`src/hw/_unused_placeholder_none.sv`:
```
`timescale 1ns/1ps

```
`src/hw/dual_counter_pkg.sv`:
```
package dual_counter_pkg;
  localparam logic [3:0] BANK_COUNTERS = 4'hD;
  localparam logic [3:0] OFS_NARROW_CTRL = 4'h0;
  localparam logic [3:0] OFS_SHARED_CTRL = 4'h1;
  localparam logic [3:0] OFS_WIDE_CTRL = 4'h2;
  localparam logic [3:0] OFS_NARROW_RL_LO = 4'h6;
  localparam logic [3:0] OFS_NARROW_RL_HI = 4'h7;
  localparam logic [3:0] OFS_CAPTURE_LO = 4'h8;
  localparam logic [3:0] OFS_CAPTURE_HI = 4'h9;
  localparam logic [3:0] OFS_WIDE_RL_LO = 4'hA;
  localparam logic [3:0] OFS_WIDE_RL_HI = 4'hB;
  localparam int BIT_ENABLE = 7;
  localparam int BIT_ONCE = 6;
  localparam int BIT_STATUS = 5;
  localparam int BIT_CAP_STATUS = 4;
  localparam int BIT_CAP_IE = 2;
  localparam int BIT_TC_IE = 1;
  localparam int BIT_MODE = 7;
  localparam int FLD_LOGIC_LO = 4;
  localparam int FLD_SUB_LO = 2;
  localparam int BIT_INIT_NARROW = 1;
  localparam int BIT_INIT_WIDE = 0;
  localparam logic [1:0] LOGIC_AND = 2'h0;
  localparam logic [1:0] LOGIC_OR = 2'h1;
  localparam logic [1:0] LOGIC_NOR = 2'h2;
  localparam logic [1:0] LOGIC_NAND = 2'h3;
  localparam logic [1:0] EDGE_RISE = 2'h0;
  localparam logic [1:0] EDGE_FALL = 2'h1;
  localparam logic [1:0] SUB_NORMAL = 2'h0;
  localparam logic [1:0] SUB_PINGPONG = 2'h1;
  localparam logic [1:0] SUB_FORCE0 = 2'h2;
  localparam logic [1:0] SUB_FORCE1 = 2'h3;
  localparam logic [3:0] GLITCH_W0 = 4'h0;
  localparam logic [3:0] GLITCH_W1 = 4'h2;
  localparam logic [3:0] GLITCH_W2 = 4'h4;
  localparam logic [3:0] GLITCH_W3 = 4'h8;
  localparam logic [7:0] CTRL_RST = 8'h00;
  localparam logic [7:0] RELOAD_RST = 8'h00;
  localparam logic [15:0] WIDE_RST = 16'h0000;
  localparam logic [7:0] TICK_DIV_DEF = 8'h04;

  typedef struct packed {
    logic [3:0] bank;
    logic [3:0] addr;
    logic wr;
    logic [7:0] wdata;
  } reg_req_t;

  typedef struct packed {
    logic narrow;
    logic wide;
    logic combined;
  } pin_out_t;
endpackage

```
`src/hw/dual_counter_transmit_demod.sv`:
```
`timescale 1ns/1ps
module dual_counter_transmit_demod #(
  parameter logic [7:0] TICK_DIV = dual_counter_pkg::TICK_DIV_DEF
) (
  // Clock and reset
  input wire logic clk_sys,
  input wire logic rst_b,
  // Register access
  input wire dual_counter_pkg::reg_req_t reg_req,
  output logic [7:0] reg_rdata,
  // Pins
  input wire logic demod_in,
  output dual_counter_pkg::pin_out_t pin_out,
  // Event levels
  output logic narrow_irq,
  output logic wide_irq
);
  typedef struct packed {
    logic [7:0] ctrl0;
    logic [7:0] ctrl1;
    logic [7:0] ctrl2;
    logic [7:0] n_rl_hi;
    logic [7:0] n_rl_lo;
    logic [7:0] w_rl_hi;
    logic [7:0] w_rl_lo;
    logic [15:0] cap;
    logic [7:0] n_cnt;
    logic [15:0] w_cnt;
    logic n_en_d;
    logic w_en_d;
    logic n_run;
    logic w_run;
    logic n_out;
    logic w_out;
    logic comb_out;
    logic rise_flag;
    logic fall_flag;
    logic armed;
    logic pin_s1;
    logic pin_s2;
    logic filt;
    logic filt_d;
    logic [3:0] glitch_cnt;
    logic [7:0] div_cnt;
    logic tick;
    logic [7:0] rdata;
    logic irq_n;
    logic irq_w;
  } state_t;

  localparam logic [15:0] WIDE_ZERO = dual_counter_pkg::WIDE_RST;
  state_t q_ff;
  state_t nxt_q;

  always_comb begin
    logic hit;
    logic demod;
    logic pp;
    logic [1:0] logic_fld;
    logic [1:0] sub_fld;
    logic [3:0] glitch_w;
    logic rise;
    logic fall;
    logic edge_hit;
    logic n_start;
    logic w_start;
    logic n_tc;
    logic w_tc;
    logic n_new;
    logic w_new;
    hit = 1'b0;
    demod = 1'b0;
    pp = 1'b0;
    logic_fld = 2'h0;
    sub_fld = 2'h0;
    glitch_w = 4'h0;
    rise = 1'b0;
    fall = 1'b0;
    edge_hit = 1'b0;
    n_start = 1'b0;
    w_start = 1'b0;
    n_tc = 1'b0;
    w_tc = 1'b0;
    n_new = 1'b0;
    w_new = 1'b0;
    nxt_q = q_ff;

    demod = q_ff.ctrl1[dual_counter_pkg::BIT_MODE];
    logic_fld = q_ff.ctrl1[dual_counter_pkg::FLD_LOGIC_LO +: 2];
    sub_fld = q_ff.ctrl1[dual_counter_pkg::FLD_SUB_LO +: 2];
    // Hand-over between counters only while ping-pong is selected
    pp = !demod && (sub_fld == dual_counter_pkg::SUB_PINGPONG);

    // Counting rate
    if (q_ff.div_cnt >= TICK_DIV - 8'h01) begin
      nxt_q.div_cnt = 8'h00;
      nxt_q.tick = 1'b1;
    end else begin
      nxt_q.div_cnt = q_ff.div_cnt + 8'h01;
      nxt_q.tick = 1'b0;
    end

    // Pin synchroniser and glitch filter
    nxt_q.pin_s1 = demod_in;
    nxt_q.pin_s2 = q_ff.pin_s1;
    case (sub_fld)
      2'h0: glitch_w = dual_counter_pkg::GLITCH_W0;
      2'h1: glitch_w = dual_counter_pkg::GLITCH_W1;
      2'h2: glitch_w = dual_counter_pkg::GLITCH_W2;
      default: glitch_w = dual_counter_pkg::GLITCH_W3;
    endcase
    if (q_ff.pin_s2 == q_ff.filt) begin
      nxt_q.glitch_cnt = 4'h0;
    end else if (q_ff.glitch_cnt >= glitch_w) begin
      nxt_q.filt = q_ff.pin_s2;
      nxt_q.glitch_cnt = 4'h0;
    end else begin
      nxt_q.glitch_cnt = q_ff.glitch_cnt + 4'h1;
    end
    nxt_q.filt_d = q_ff.filt;
    rise = q_ff.filt && !q_ff.filt_d;
    fall = !q_ff.filt && q_ff.filt_d;
    // Only the selected polarity reaches the flags and the capture
    rise = rise && (logic_fld != dual_counter_pkg::EDGE_FALL);
    fall = fall && (logic_fld != dual_counter_pkg::EDGE_RISE);
    edge_hit = rise || fall;

    // Register writes, bank selected by the register pointer
    hit = reg_req.wr && (reg_req.bank == dual_counter_pkg::BANK_COUNTERS);
    if (hit) begin
      case (reg_req.addr)
        dual_counter_pkg::OFS_NARROW_CTRL: begin
          nxt_q.ctrl0 = reg_req.wdata;
          nxt_q.ctrl0[dual_counter_pkg::BIT_STATUS] = q_ff.ctrl0[dual_counter_pkg::BIT_STATUS] &&
            !reg_req.wdata[dual_counter_pkg::BIT_STATUS];
        end
        dual_counter_pkg::OFS_SHARED_CTRL: begin
          if (reg_req.wdata[dual_counter_pkg::BIT_MODE]) begin
            nxt_q.ctrl1[7:2] = reg_req.wdata[7:2];
            if (reg_req.wdata[dual_counter_pkg::BIT_INIT_NARROW]) begin
              nxt_q.rise_flag = 1'b0;
            end
            if (reg_req.wdata[dual_counter_pkg::BIT_INIT_WIDE]) begin
              nxt_q.fall_flag = 1'b0;
            end
          end else begin
            nxt_q.ctrl1 = reg_req.wdata;
          end
        end
        dual_counter_pkg::OFS_WIDE_CTRL: begin
          nxt_q.ctrl2 = reg_req.wdata;
          nxt_q.ctrl2[dual_counter_pkg::BIT_STATUS] = q_ff.ctrl2[dual_counter_pkg::BIT_STATUS] &&
            !reg_req.wdata[dual_counter_pkg::BIT_STATUS];
          nxt_q.ctrl2[dual_counter_pkg::BIT_CAP_STATUS] = q_ff.ctrl2[dual_counter_pkg::BIT_CAP_STATUS] &&
            !reg_req.wdata[dual_counter_pkg::BIT_CAP_STATUS];
          if (reg_req.wdata[dual_counter_pkg::BIT_ONCE] && !q_ff.ctrl2[dual_counter_pkg::BIT_ONCE]) begin
            nxt_q.armed = 1'b1;
          end
        end
        dual_counter_pkg::OFS_NARROW_RL_LO: nxt_q.n_rl_lo = reg_req.wdata;
        dual_counter_pkg::OFS_NARROW_RL_HI: nxt_q.n_rl_hi = reg_req.wdata;
        dual_counter_pkg::OFS_WIDE_RL_LO: nxt_q.w_rl_lo = reg_req.wdata;
        dual_counter_pkg::OFS_WIDE_RL_HI: nxt_q.w_rl_hi = reg_req.wdata;
        default: ;
      endcase
    end

    // Edge flags, set wins over a clear in the same cycle
    if (demod && rise) begin
      nxt_q.rise_flag = 1'b1;
    end
    if (demod && fall) begin
      nxt_q.fall_flag = 1'b1;
    end

    // Narrow counter
    nxt_q.n_en_d = q_ff.ctrl0[dual_counter_pkg::BIT_ENABLE];
    n_start = q_ff.ctrl0[dual_counter_pkg::BIT_ENABLE] && !q_ff.n_en_d;
    if (!q_ff.ctrl0[dual_counter_pkg::BIT_ENABLE]) begin
      nxt_q.n_run = 1'b0;
      nxt_q.n_out = !q_ff.ctrl1[dual_counter_pkg::BIT_INIT_NARROW];
    end else if (n_start) begin
      nxt_q.n_run = 1'b1;
      nxt_q.n_out = q_ff.ctrl1[dual_counter_pkg::BIT_INIT_NARROW];
      nxt_q.n_cnt = q_ff.ctrl1[dual_counter_pkg::BIT_INIT_NARROW] ? q_ff.n_rl_hi : q_ff.n_rl_lo;
    end else if (q_ff.n_run && q_ff.tick) begin
      if (q_ff.n_cnt <= 8'h01) begin
        n_tc = 1'b1;
        n_new = !q_ff.n_out;
        nxt_q.n_out = n_new;
        nxt_q.n_cnt = n_new ? q_ff.n_rl_hi : q_ff.n_rl_lo;
        nxt_q.ctrl0[dual_counter_pkg::BIT_STATUS] = 1'b1;
        if (pp) begin
          nxt_q.n_run = 1'b0;
          nxt_q.ctrl0[dual_counter_pkg::BIT_ENABLE] = 1'b0;
          nxt_q.ctrl2[dual_counter_pkg::BIT_ENABLE] = 1'b1;
        end else if (q_ff.ctrl0[dual_counter_pkg::BIT_ONCE]) begin
          nxt_q.n_run = 1'b0;
        end
      end else begin
        nxt_q.n_cnt = q_ff.n_cnt - 8'h01;
      end
    end

    // Wide counter
    nxt_q.w_en_d = q_ff.ctrl2[dual_counter_pkg::BIT_ENABLE];
    w_start = q_ff.ctrl2[dual_counter_pkg::BIT_ENABLE] && !q_ff.w_en_d;
    if (!q_ff.ctrl2[dual_counter_pkg::BIT_ENABLE]) begin
      nxt_q.w_run = 1'b0;
      nxt_q.w_out = !q_ff.ctrl1[dual_counter_pkg::BIT_INIT_WIDE];
    end else if (w_start) begin
      nxt_q.w_run = 1'b1;
      nxt_q.w_out = q_ff.ctrl1[dual_counter_pkg::BIT_INIT_WIDE];
      nxt_q.w_cnt = {q_ff.w_rl_hi, q_ff.w_rl_lo};
    end else if (demod) begin
      if (q_ff.ctrl2[dual_counter_pkg::BIT_ONCE] ? (edge_hit && q_ff.armed) : edge_hit) begin
        nxt_q.cap = q_ff.w_cnt;
        nxt_q.w_cnt = {q_ff.w_rl_hi, q_ff.w_rl_lo};
        nxt_q.armed = 1'b0;
        nxt_q.ctrl2[dual_counter_pkg::BIT_CAP_STATUS] = 1'b1;
      end else if (q_ff.tick) begin
        nxt_q.w_cnt = q_ff.w_cnt - 16'h0001;
        if (q_ff.w_cnt == WIDE_ZERO) begin
          nxt_q.ctrl2[dual_counter_pkg::BIT_STATUS] = 1'b1;
        end
      end
      if (n_tc && q_ff.ctrl2[dual_counter_pkg::BIT_ONCE]) begin
        nxt_q.cap = q_ff.w_cnt;
        nxt_q.ctrl2[dual_counter_pkg::BIT_CAP_STATUS] = 1'b1;
      end
    end else if (q_ff.w_run && q_ff.tick) begin
      if (q_ff.w_cnt <= 16'h0001) begin
        w_tc = 1'b1;
        w_new = !q_ff.w_out;
        nxt_q.w_out = w_new;
        nxt_q.ctrl2[dual_counter_pkg::BIT_STATUS] = 1'b1;
        nxt_q.w_cnt = {q_ff.w_rl_hi, q_ff.w_rl_lo};
        if (pp) begin
          nxt_q.w_run = 1'b0;
          nxt_q.ctrl2[dual_counter_pkg::BIT_ENABLE] = 1'b0;
          nxt_q.ctrl0[dual_counter_pkg::BIT_ENABLE] = 1'b1;
        end else if (q_ff.ctrl2[dual_counter_pkg::BIT_ONCE]) begin
          nxt_q.w_run = 1'b0;
        end
      end else begin
        nxt_q.w_cnt = q_ff.w_cnt - 16'h0001;
      end
    end

    // Forced wide output overrides counting, enabled or not
    if (!demod && (sub_fld == dual_counter_pkg::SUB_FORCE0)) begin
      nxt_q.w_out = 1'b0;
    end else if (!demod && (sub_fld == dual_counter_pkg::SUB_FORCE1)) begin
      nxt_q.w_out = 1'b1;
    end

    case (logic_fld)
      dual_counter_pkg::LOGIC_AND: nxt_q.comb_out = nxt_q.n_out && nxt_q.w_out;
      dual_counter_pkg::LOGIC_OR: nxt_q.comb_out = nxt_q.n_out || nxt_q.w_out;
      dual_counter_pkg::LOGIC_NOR: nxt_q.comb_out = !(nxt_q.n_out || nxt_q.w_out);
      default: nxt_q.comb_out = !(nxt_q.n_out && nxt_q.w_out);
    endcase

    nxt_q.irq_n = nxt_q.ctrl0[dual_counter_pkg::BIT_STATUS] && nxt_q.ctrl0[dual_counter_pkg::BIT_TC_IE];
    nxt_q.irq_w = (nxt_q.ctrl2[dual_counter_pkg::BIT_STATUS] && nxt_q.ctrl2[dual_counter_pkg::BIT_TC_IE]) ||
      (nxt_q.ctrl2[dual_counter_pkg::BIT_CAP_STATUS] && nxt_q.ctrl2[dual_counter_pkg::BIT_CAP_IE]);

    // Read data, one cycle behind the address
    nxt_q.rdata = 8'h00;
    if (reg_req.bank == dual_counter_pkg::BANK_COUNTERS) begin
      case (reg_req.addr)
        dual_counter_pkg::OFS_NARROW_CTRL: nxt_q.rdata = q_ff.ctrl0;
        dual_counter_pkg::OFS_SHARED_CTRL: nxt_q.rdata = demod ?
          {q_ff.ctrl1[7:2], q_ff.rise_flag, q_ff.fall_flag} : q_ff.ctrl1;
        dual_counter_pkg::OFS_WIDE_CTRL: nxt_q.rdata = q_ff.ctrl2;
        dual_counter_pkg::OFS_NARROW_RL_LO: nxt_q.rdata = q_ff.n_rl_lo;
        dual_counter_pkg::OFS_NARROW_RL_HI: nxt_q.rdata = q_ff.n_rl_hi;
        dual_counter_pkg::OFS_CAPTURE_LO: nxt_q.rdata = q_ff.cap[7:0];
        dual_counter_pkg::OFS_CAPTURE_HI: nxt_q.rdata = q_ff.cap[15:8];
        dual_counter_pkg::OFS_WIDE_RL_LO: nxt_q.rdata = q_ff.w_rl_lo;
        dual_counter_pkg::OFS_WIDE_RL_HI: nxt_q.rdata = q_ff.w_rl_hi;
        default: nxt_q.rdata = 8'h00;
      endcase
    end
  end

  always_ff @(posedge clk_sys or negedge rst_b) begin
    if (!rst_b) begin
      q_ff <= '0;
      q_ff.n_out <= 1'b1;
      q_ff.w_out <= 1'b1;
      q_ff.comb_out <= 1'b1;
    end else begin
      q_ff <= nxt_q;
    end
  end

  assign reg_rdata = q_ff.rdata;
  assign pin_out.narrow = q_ff.n_out;
  assign pin_out.wide = q_ff.w_out;
  assign pin_out.combined = q_ff.comb_out;
  assign narrow_irq = q_ff.irq_n;
  assign wide_irq = q_ff.irq_w;
endmodule // dual_counter_transmit_demod

```
`config.mk`:
```
export PLATFORM = sky130hd
export DESIGN_NAME = dual_counter_transmit_demod
export DESIGN_NICKNAME = d
export VERILOG_FILES = /design/src/hw/_unused_placeholder_none.sv /design/src/hw/dual_counter_pkg.sv /design/src/hw/dual_counter_transmit_demod.sv
export SDC_FILE = /design/constraint.sdc
export NUM_CORES = 1
export LEC_CHECK = 0
export BUFFER_PORTS_ARGS = -buffer_cell sky130_fd_sc_hd__buf_2
export CAP_MARGIN = 0
export CORE_UTILIZATION = 30
export CTS_CLUSTER_SIZE = 14
export DETAILED_ROUTE_END_ITERATION = 10
export PLACE_DENSITY_LB_ADDON = 0.08
export SYNTH_ARGS = -nofsm -noshare
export SYNTH_HDL_FRONTEND = slang
export SYNTH_SLANG_ARGS = --single-unit
```
`constraint.sdc`:
```
create_clock -name clk_sys -period 2.8 [get_ports clk_sys]
set_input_delay 0.84 -clock clk_sys [delete_from_list [all_inputs] [get_ports clk_sys]]
set_output_delay 0.84 -clock clk_sys [all_outputs]
set_load 0.1 [all_outputs]
```
==> results of run 1 <==
==> kinds of logic after synthesis <==
family | count (synthesis) | share of synthesized area
buf+inv | 55 | 0.0413
mux | 105 | 0.166
flops | 133 | 0.480
other cells | 1 | 0.000540
xor+xnor | 6 | 0.00757
fa+ha+maj | 10 | 0.0178
compound gates | 138 | 0.138
simple gates | 195 | 0.149
==> final cells by class <==
| type | count | area [um2] |
|---|---|---|
| timing repair buffer | 57 | 379 |
| clock inverter | 11 | 195 |
| sequential | 133 | 3330 |
| fill | 2231 | 14500 |
| multi-input combinational | 460 | 3350 |
| tap | 285 | 357 |
| inverter | 15 | 56.3 |
| clock buffer | 21 | 470 |
==> per-stage QoR <==
stage	util	instance area, um2	cells	setup slack, ns
global route	0.359	8140	982	0.0336
global placement	0.330	7470	950	0.265
detailed placement	0.330	7470	950	0.229
finish	0.359	8140	982	0.170
floorplan	-	6960	648	0.170
CTS	0.359	8130	982	0.209
==> synthesized netlist by cell type, types with 5 or more instances <==
master	number	area [um2]
inv_1	15	56.3
mux2_2	70	788
a31oi_1	8	50.1
a221oi_1	7	61.3
a21o_1	5	37.5
o22ai_1	6	37.5
and2_1	6	37.5
a21oi_1	26	130
nor3_1	8	40.0
buf_4	12	90.1
a22o_1	9	78.8
nor2b_1	7	43.8
dfrtp_1	130	3250
or3_1	6	37.5
ha_1	9	113
nand2b_1	9	56.3
o31ai_1	6	45.0
nor4_1	6	37.5
clkbuf_1	19	71.3
and3_1	8	50.1
nor2_1	39	146
nand2_1	62	233
o21ai_0	27	135
mux2i_1	34	340
nand3_1	20	100
==> report_power, final <==
part           leakage, uW  internal, uW  switching [uW]
registers          0.00171          2130             273
logic              0.00166           489             792
clock network     0.000316          1660             879
total              0.00369          4280            1940
==> sequential cells by signal, indices dropped and copies added, names as in the netlist <==
signal and cells:
narrow_irq 1, nxt_q 4, pin_out 3, q_ff 116, reg_rdata 8, wide_irq 1
==> worst paths after layout <==
check                           slack (ns)                 start              endpoint
worst max register to register        0.17  q_ff[37]$_DFFE_PN0P_  q_ff[51]$_DFFE_PN0P_
worst min register to register        0.35   nxt_q[25]$_DFF_PN0_    q_ff[25]$_DFF_PN0_
worst min-delay path                  0.35   nxt_q[25]$_DFF_PN0_    q_ff[25]$_DFF_PN0_
worst max-delay path                  0.17  q_ff[37]$_DFFE_PN0P_  q_ff[51]$_DFFE_PN0P_
max in group asynchronous             1.68                 rst_b  q_ff[90]$_DFFE_PN0P_
min in group asynchronous             0.40                 rst_b    q_ff[15]$_DFF_PN0_
==> routing by layer <==
layer / up-vias / routed length [um] / global-route usage
li1: 2438 / - / -
met1: 2607 / 9920 / 0.253
met2: 112 / 9820 / 0.294
met3: 16 / 707 / 0.0349
met4: 0 / 235 / 0.0443
met5: - / 0 / 0
==> repair_timing <==
item,CTS,global route
gates resized for setup,0,1
hold buffers,0,0
endpoints found under the setup margin,0,1
buffers inserted,0,0
==> summary.md, run 1 <==
| Metric | Value |
|---|---|
| Outcome | finished clean |
| Post-Syn Area | 6940 um2 |
| Primary FF master, synth | dfrtp_1 |
| Crit path capture type | register |
| Initial Utilization | 0.307 |
| Number of synthesized flops with an enable pin | 0 |
| CP max-delay cell | or3b_2 |
| Total congestion overflow | 0 |
| Crit. path cell count | 8 |
| Vias in the first global route | 5160 |
| Max Clock Skew | 0.0129 ns |
| Hold WC Path Type | register to register |
| Hold violation count in the final report | 0 |
| Setup TNS | 0 ns |
| Max-slew violation count | 0 |
| Leakage power | 0.00369 uW |
| Die Ht | 154 um |
| Gpl congestion | 0.831 |
| Post-Route WL | 20700 um |
| Seq/Total Area, Yosys | 0.480 |
| Area Growth Syn to Fin | 17.2% |
| Share of cells above drive strength 1 | 0.260 |
| Pwr Density | 764 nW/um2 |
| Buffers from clock root to sink, at most | 2 |
| Hold Path Depth | 0 |
| Initial drt markers | 332 |
| Pin count of the biggest net entering global routing | 56 |
| Critical Path Max Stage Delay | 0.53 ns |
| Ys async rst share | 1.00 |
| Mapped Cells | 643 |
| Clock Latency Late Sink | 0.42 ns |
| WHS | 0.349 ns |
| Crit-path max FO | 5 |
| CTS clock-pin slew for the worst setup and hold paths | 0.06 ns |
| Commonest non-fill, non-tap cell in the layout | dfrtp_1 |
| Yosys cell types | 69 |
| Vias | 5173 |
| CP delay by family, top | simple AND/OR/NAND/NOR gates |
| Number of vias per cell | 5.27 |
| # diodes | 0 |
| Max Cap Viol | 0 |
| I/O pins | 33 |
| Die ar. | 23800 um2 |
| Worst path buffer plus inverter count | 1 |
| Drt drc | 0 |
| Core ar. | 22600 um2 |
| Nets | 713 |
| Yosys warns | 0 |
| Die width | 154 um |
| Syn avg cell area | 10.8 um2 |
| Cell Rows | 55 |
| CTS tree | yes |
| FF+latch count, synth | 133 |
| DRT Pass-1 Iters | 7 |
| Clock root cell | clkbuf_16 |
| Most frequent cells in the layout | 130 x dfrtp_1, 70 x mux2_2, 62 x nand2_1, 39 x nor2_1, 34 x mux2i_1 |
| GRT Overall Usage | 0.183 |
| IO Port Bufs | 32 |
| Rel. slew slack | 0.607 |
| Tightest Pin Transition | 0.590 ns |
| Fin crit period | 2.63 ns |
| Unrepaired setup endpoints after global routing | no |
| Fin crit share | 0.939 |
| Total CTS buffers | 17 |
| Wire length of the first global-routing pass | 32200 um |
| Pwr Total | 6220 uW |
| H-tree levels | 4 |
| Data arrival, critical path | 2.94 ns |
| Worst endpoint required time | 3.11 ns |
| Clock Sinks | 133 |
| WL/cell | 21.1 um |
| Reg2Reg Depth | 8 |
| Setup Viol. Count Final | 0 |
| Maximum VDD drop | 0.379 mV |
| Initial antenna violation count | 0 |
| Crit path cell chain | inv_1, ha_1, or3b_2, nor4b_2, nand2_1, o41ai_1, a21oi_1, a311o_1 |
| Crit path launch type | register |
| Top achievable clock speed | 380 MHz |
| Final HPWL DP | 15400 um |
| ANT nets after route | 0 |
| Critical path type | register to register |
Note: power is estimated with default switching activity, not from simulation.
==> inputs of run 2 (changes only) <==
Settings changed: CORE_ASPECT_RATIO from default to 0.9.
==> run 2 against run 1 <==
Net effect:
- largest cell class unchanged
- cell count grew 1.6%
- first-iteration DRC count shrank 23%
- combinational power about the same
- critical path depth is the same
- sequential share of layout area is 0.16 points higher
- core utilization about the same
- largest power group is now sequential cells
- setup slack improved by 0.048 ns
- routed wire length is 2.2% higher
- worst hold slack lost 0.0077 ns
- sequential cell count unchanged
==> summary.md, run 2 (synthesis gave the netlist of run 1 again) <==
| Metric | Value |
|---|---|
| Leakage power | 0.00368 uW (was 0.00369 uW) |
| Commonest non-fill, non-tap cell in the layout | dfrtp_1 (unchanged) |
| Crit Reg-Reg Endpoint | q_ff[51]$_DFFE_PN0P_ (unchanged) |
| Max Cap Viol | 0 (unchanged) |
| Clock Sinks | 133 (unchanged) |
| Top achievable clock speed | 387 MHz (was 380 MHz) |
| Initial Utilization | 0.308 (was 0.307) |
| FILL cells | 2302 (was 2231) |
| Worst r2r src | q_ff[37]$_DFFE_PN0P_ (unchanged) |
| Fin crit share | 0.922 (was 0.939) |
| Area Growth Syn to Fin | 16.8% (was 17.2%) |
| Initial drt markers | 255 (was 332) |
| Tightest Pin Transition | 0.614 ns (was 0.590 ns) |
| Maximum VDD drop | 0.420 mV (was 0.379 mV) |
| Crit path capture type | register (unchanged) |
| Buffers from clock root to sink, at most | 2 (unchanged) |
| Final Worst Setup Slack | 0.219 ns (was 0.170 ns) |
| Cell Rows | 52 (was 55) |
| Vias in the first global route | 5342 (was 5160) |
| Biggest register | q_ff (unchanged) |
| Setup TNS | 0 ns (unchanged) |
| Setup Viol. Count Final | 0 (unchanged) |
| Placement Setup Slack | 0.179 ns (was 0.229 ns) |
| Unrepaired setup endpoints after global routing | no (unchanged) |
| Power Internal | 3940 uW (was 4280 uW) |
| DRT Pass-1 Iters | 5 (was 7) |
| Drt drc | 0 (unchanged) |
| Crit path launch type | register (unchanged) |
| GRT Overall Usage | 0.190 (was 0.183) |
| Outcome | finished clean (unchanged) |
| Flop pwr share | 0.409 (was 0.386) |
| Wire length of the first global-routing pass | 33300 um (was 32200 um) |
| Hold violation count in the final report | 0 (unchanged) |
| Reg2Reg Depth | 8 (unchanged) |
| Max Clock Skew | 0.0181 ns (was 0.0129 ns) |
| CTS resizes | 0 (unchanged) |
| Worst R2R Setup Slack | 0.22 ns (was 0.17 ns) |
| Switching share of power | 0.332 (was 0.313) |
| Post-CTS Setup Bufs | 0 (unchanged) |
| Data arrival, critical path | 2.90 ns (was 2.94 ns) |
| Crit-path max FO | 5 (unchanged) |
| Clock power share | 0.375 (was 0.408) |
| Total congestion overflow | 0 (unchanged) |
| Die Ht | 146 um (was 154 um) |
| # diodes | 0 (unchanged) |
| Share of cells above drive strength 1 | 0.264 (was 0.260) |
| Max reg flops | 116 (unchanged) |
| Net switching power | 1950 uW (was 1940 uW) |
| Number of vias per cell | 5.22 (was 5.27) |
| Rel. slew slack | 0.591 (was 0.607) |
| Hold WC Path Type | input pin to asynchronous set/reset pin (was register to register) |
| Most frequent cells in the layout | 130 x dfrtp_1, 70 x mux2_2, 62 x nand2_1, 39 x nor2_1, 34 x mux2i_1 (unchanged) |
| Max-slew violation count | 0 (unchanged) |
| Critical path type | register to register (unchanged) |
| Nets | 718 (was 713) |
| Final HPWL DP | 15400 um (about the same) |
| Logic gate share of total power | 0.216 (was 0.206) |
| Post-Route WL | 21100 um (was 20700 um) |
| Initial antenna violation count | 1 (was 0) |
| Hold Buf Count CTS | 0 (unchanged) |
| CTS tree | yes (unchanged) |
| I/O pins | 33 (unchanged) |
| WL/cell | 21.2 um (was 21.1 um) |
| Die width | 162 um (was 154 um) |
| Vias | 5208 (was 5173) |
| Worst endpoint required time | 3.11 ns (about the same) |
| H-tree levels | 4 (unchanged) |
| Pin count of the biggest net entering global routing | 57 (was 56) |
| Pwr Density | 727 nW/um2 (was 764 nW/um2) |
| ANT nets after route | 0 (unchanged) |
| Core ar. | 22600 um2 (about the same) |
| Gpl congestion | 0.863 (was 0.831) |
| Total CTS buffers | 17 (unchanged) |
| Clock Latency Late Sink | 0.43 ns (was 0.42 ns) |
| IO Port Bufs | 32 (unchanged) |
| Fin crit period | 2.58 ns (was 2.63 ns) |
| Clock root cell | clkbuf_16 (unchanged) |
| Die ar. | 23800 um2 (about the same) |
| CTS clock-pin slew for the worst setup and hold paths | 0.06 ns (about the same) |
run 2: area by class of cell:
class / instances / area, um2 / area share
clock buffer: 19 / 443 / 0.0546
tap: 297 / 372 / 0.0458
sequential: 133 / 3330 / 0.411
timing repair buffer: 62 / 417 / 0.0514
inverter: 15 / 56.3 / 0.00694
clock inverter: 12 / 130 / 0.0160
multi-input combinational: 460 / 3360 / 0.414
run 2: stage by stage:
stage	hold WS (ns)	instance area [um2]	utilization	power, uW	cells
after floorplan	0.331	6960	-	3330	648
after global placement	0.341	7520	0.333	3690	967
final	0.342	8110	0.359	5900	998
after global routing	0.350	8110	0.359	6220	998
after detailed placement	0.341	7520	0.333	3720	967
after CTS	0.345	8090	0.359	5960	998
run 2: how the worst max path moves through the flow:
| stage | start | endpoint | cells after the start |
|---|---|---|---|
| 3_3_place_gp | reg_req[10] | wide_irq$_DFF_PN0_ | 8 |
| 2_1_floorplan | reg_req[14] | wide_irq$_DFF_PN0_ | 6 |
| 4_1_cts | q_ff[37]$_DFFE_PN0P_ | q_ff[47]$_DFFE_PN0P_ | 8 |
| 6_report | q_ff[37]$_DFFE_PN0P_ | q_ff[51]$_DFFE_PN0P_ | 8 |
| 5_1_grt | q_ff[37]$_DFFE_PN0P_ | q_ff[47]$_DFFE_PN0P_ | 8 |
| 3_5_place_dp | q_ff[37]$_DFFE_PN0P_ | q_ff[47]$_DFFE_PN0P_ | 8 |
run 2: layer usage:
metal	routed length, um	global-route usage	vias up
met1	11000	0.285	2625
met4	395	0.0651	0
met2	9060	0.269	107
met3	667	0.0349	25
li1	-	-	2451
met5	0	0	-
run 2: critical path: stages, from the launching register on:
cell     delay (ns)
dfrtp_1        0.42
inv_1          0.11
ha_1           0.24
or3b_2         0.55
nor4b_4        0.33
nand2_1        0.15
o41ai_1        0.26
a21oi_1        0.07
a311o_1        0.34
run 2: power groups by stage:
| stage | combinational, uW | sequential, uW | clock [uW] |
|---|---|---|---|
| floorplan | 1020 | 2310 | 0 |
| global placement | 1250 | 2440 | 0 |
| detailed placement | 1280 | 2440 | 0 |
| CTS | 1280 | 2410 | 2270 |
| global route | 1410 | 2450 | 2360 |
| finish | 1270 | 2410 | 2210 |
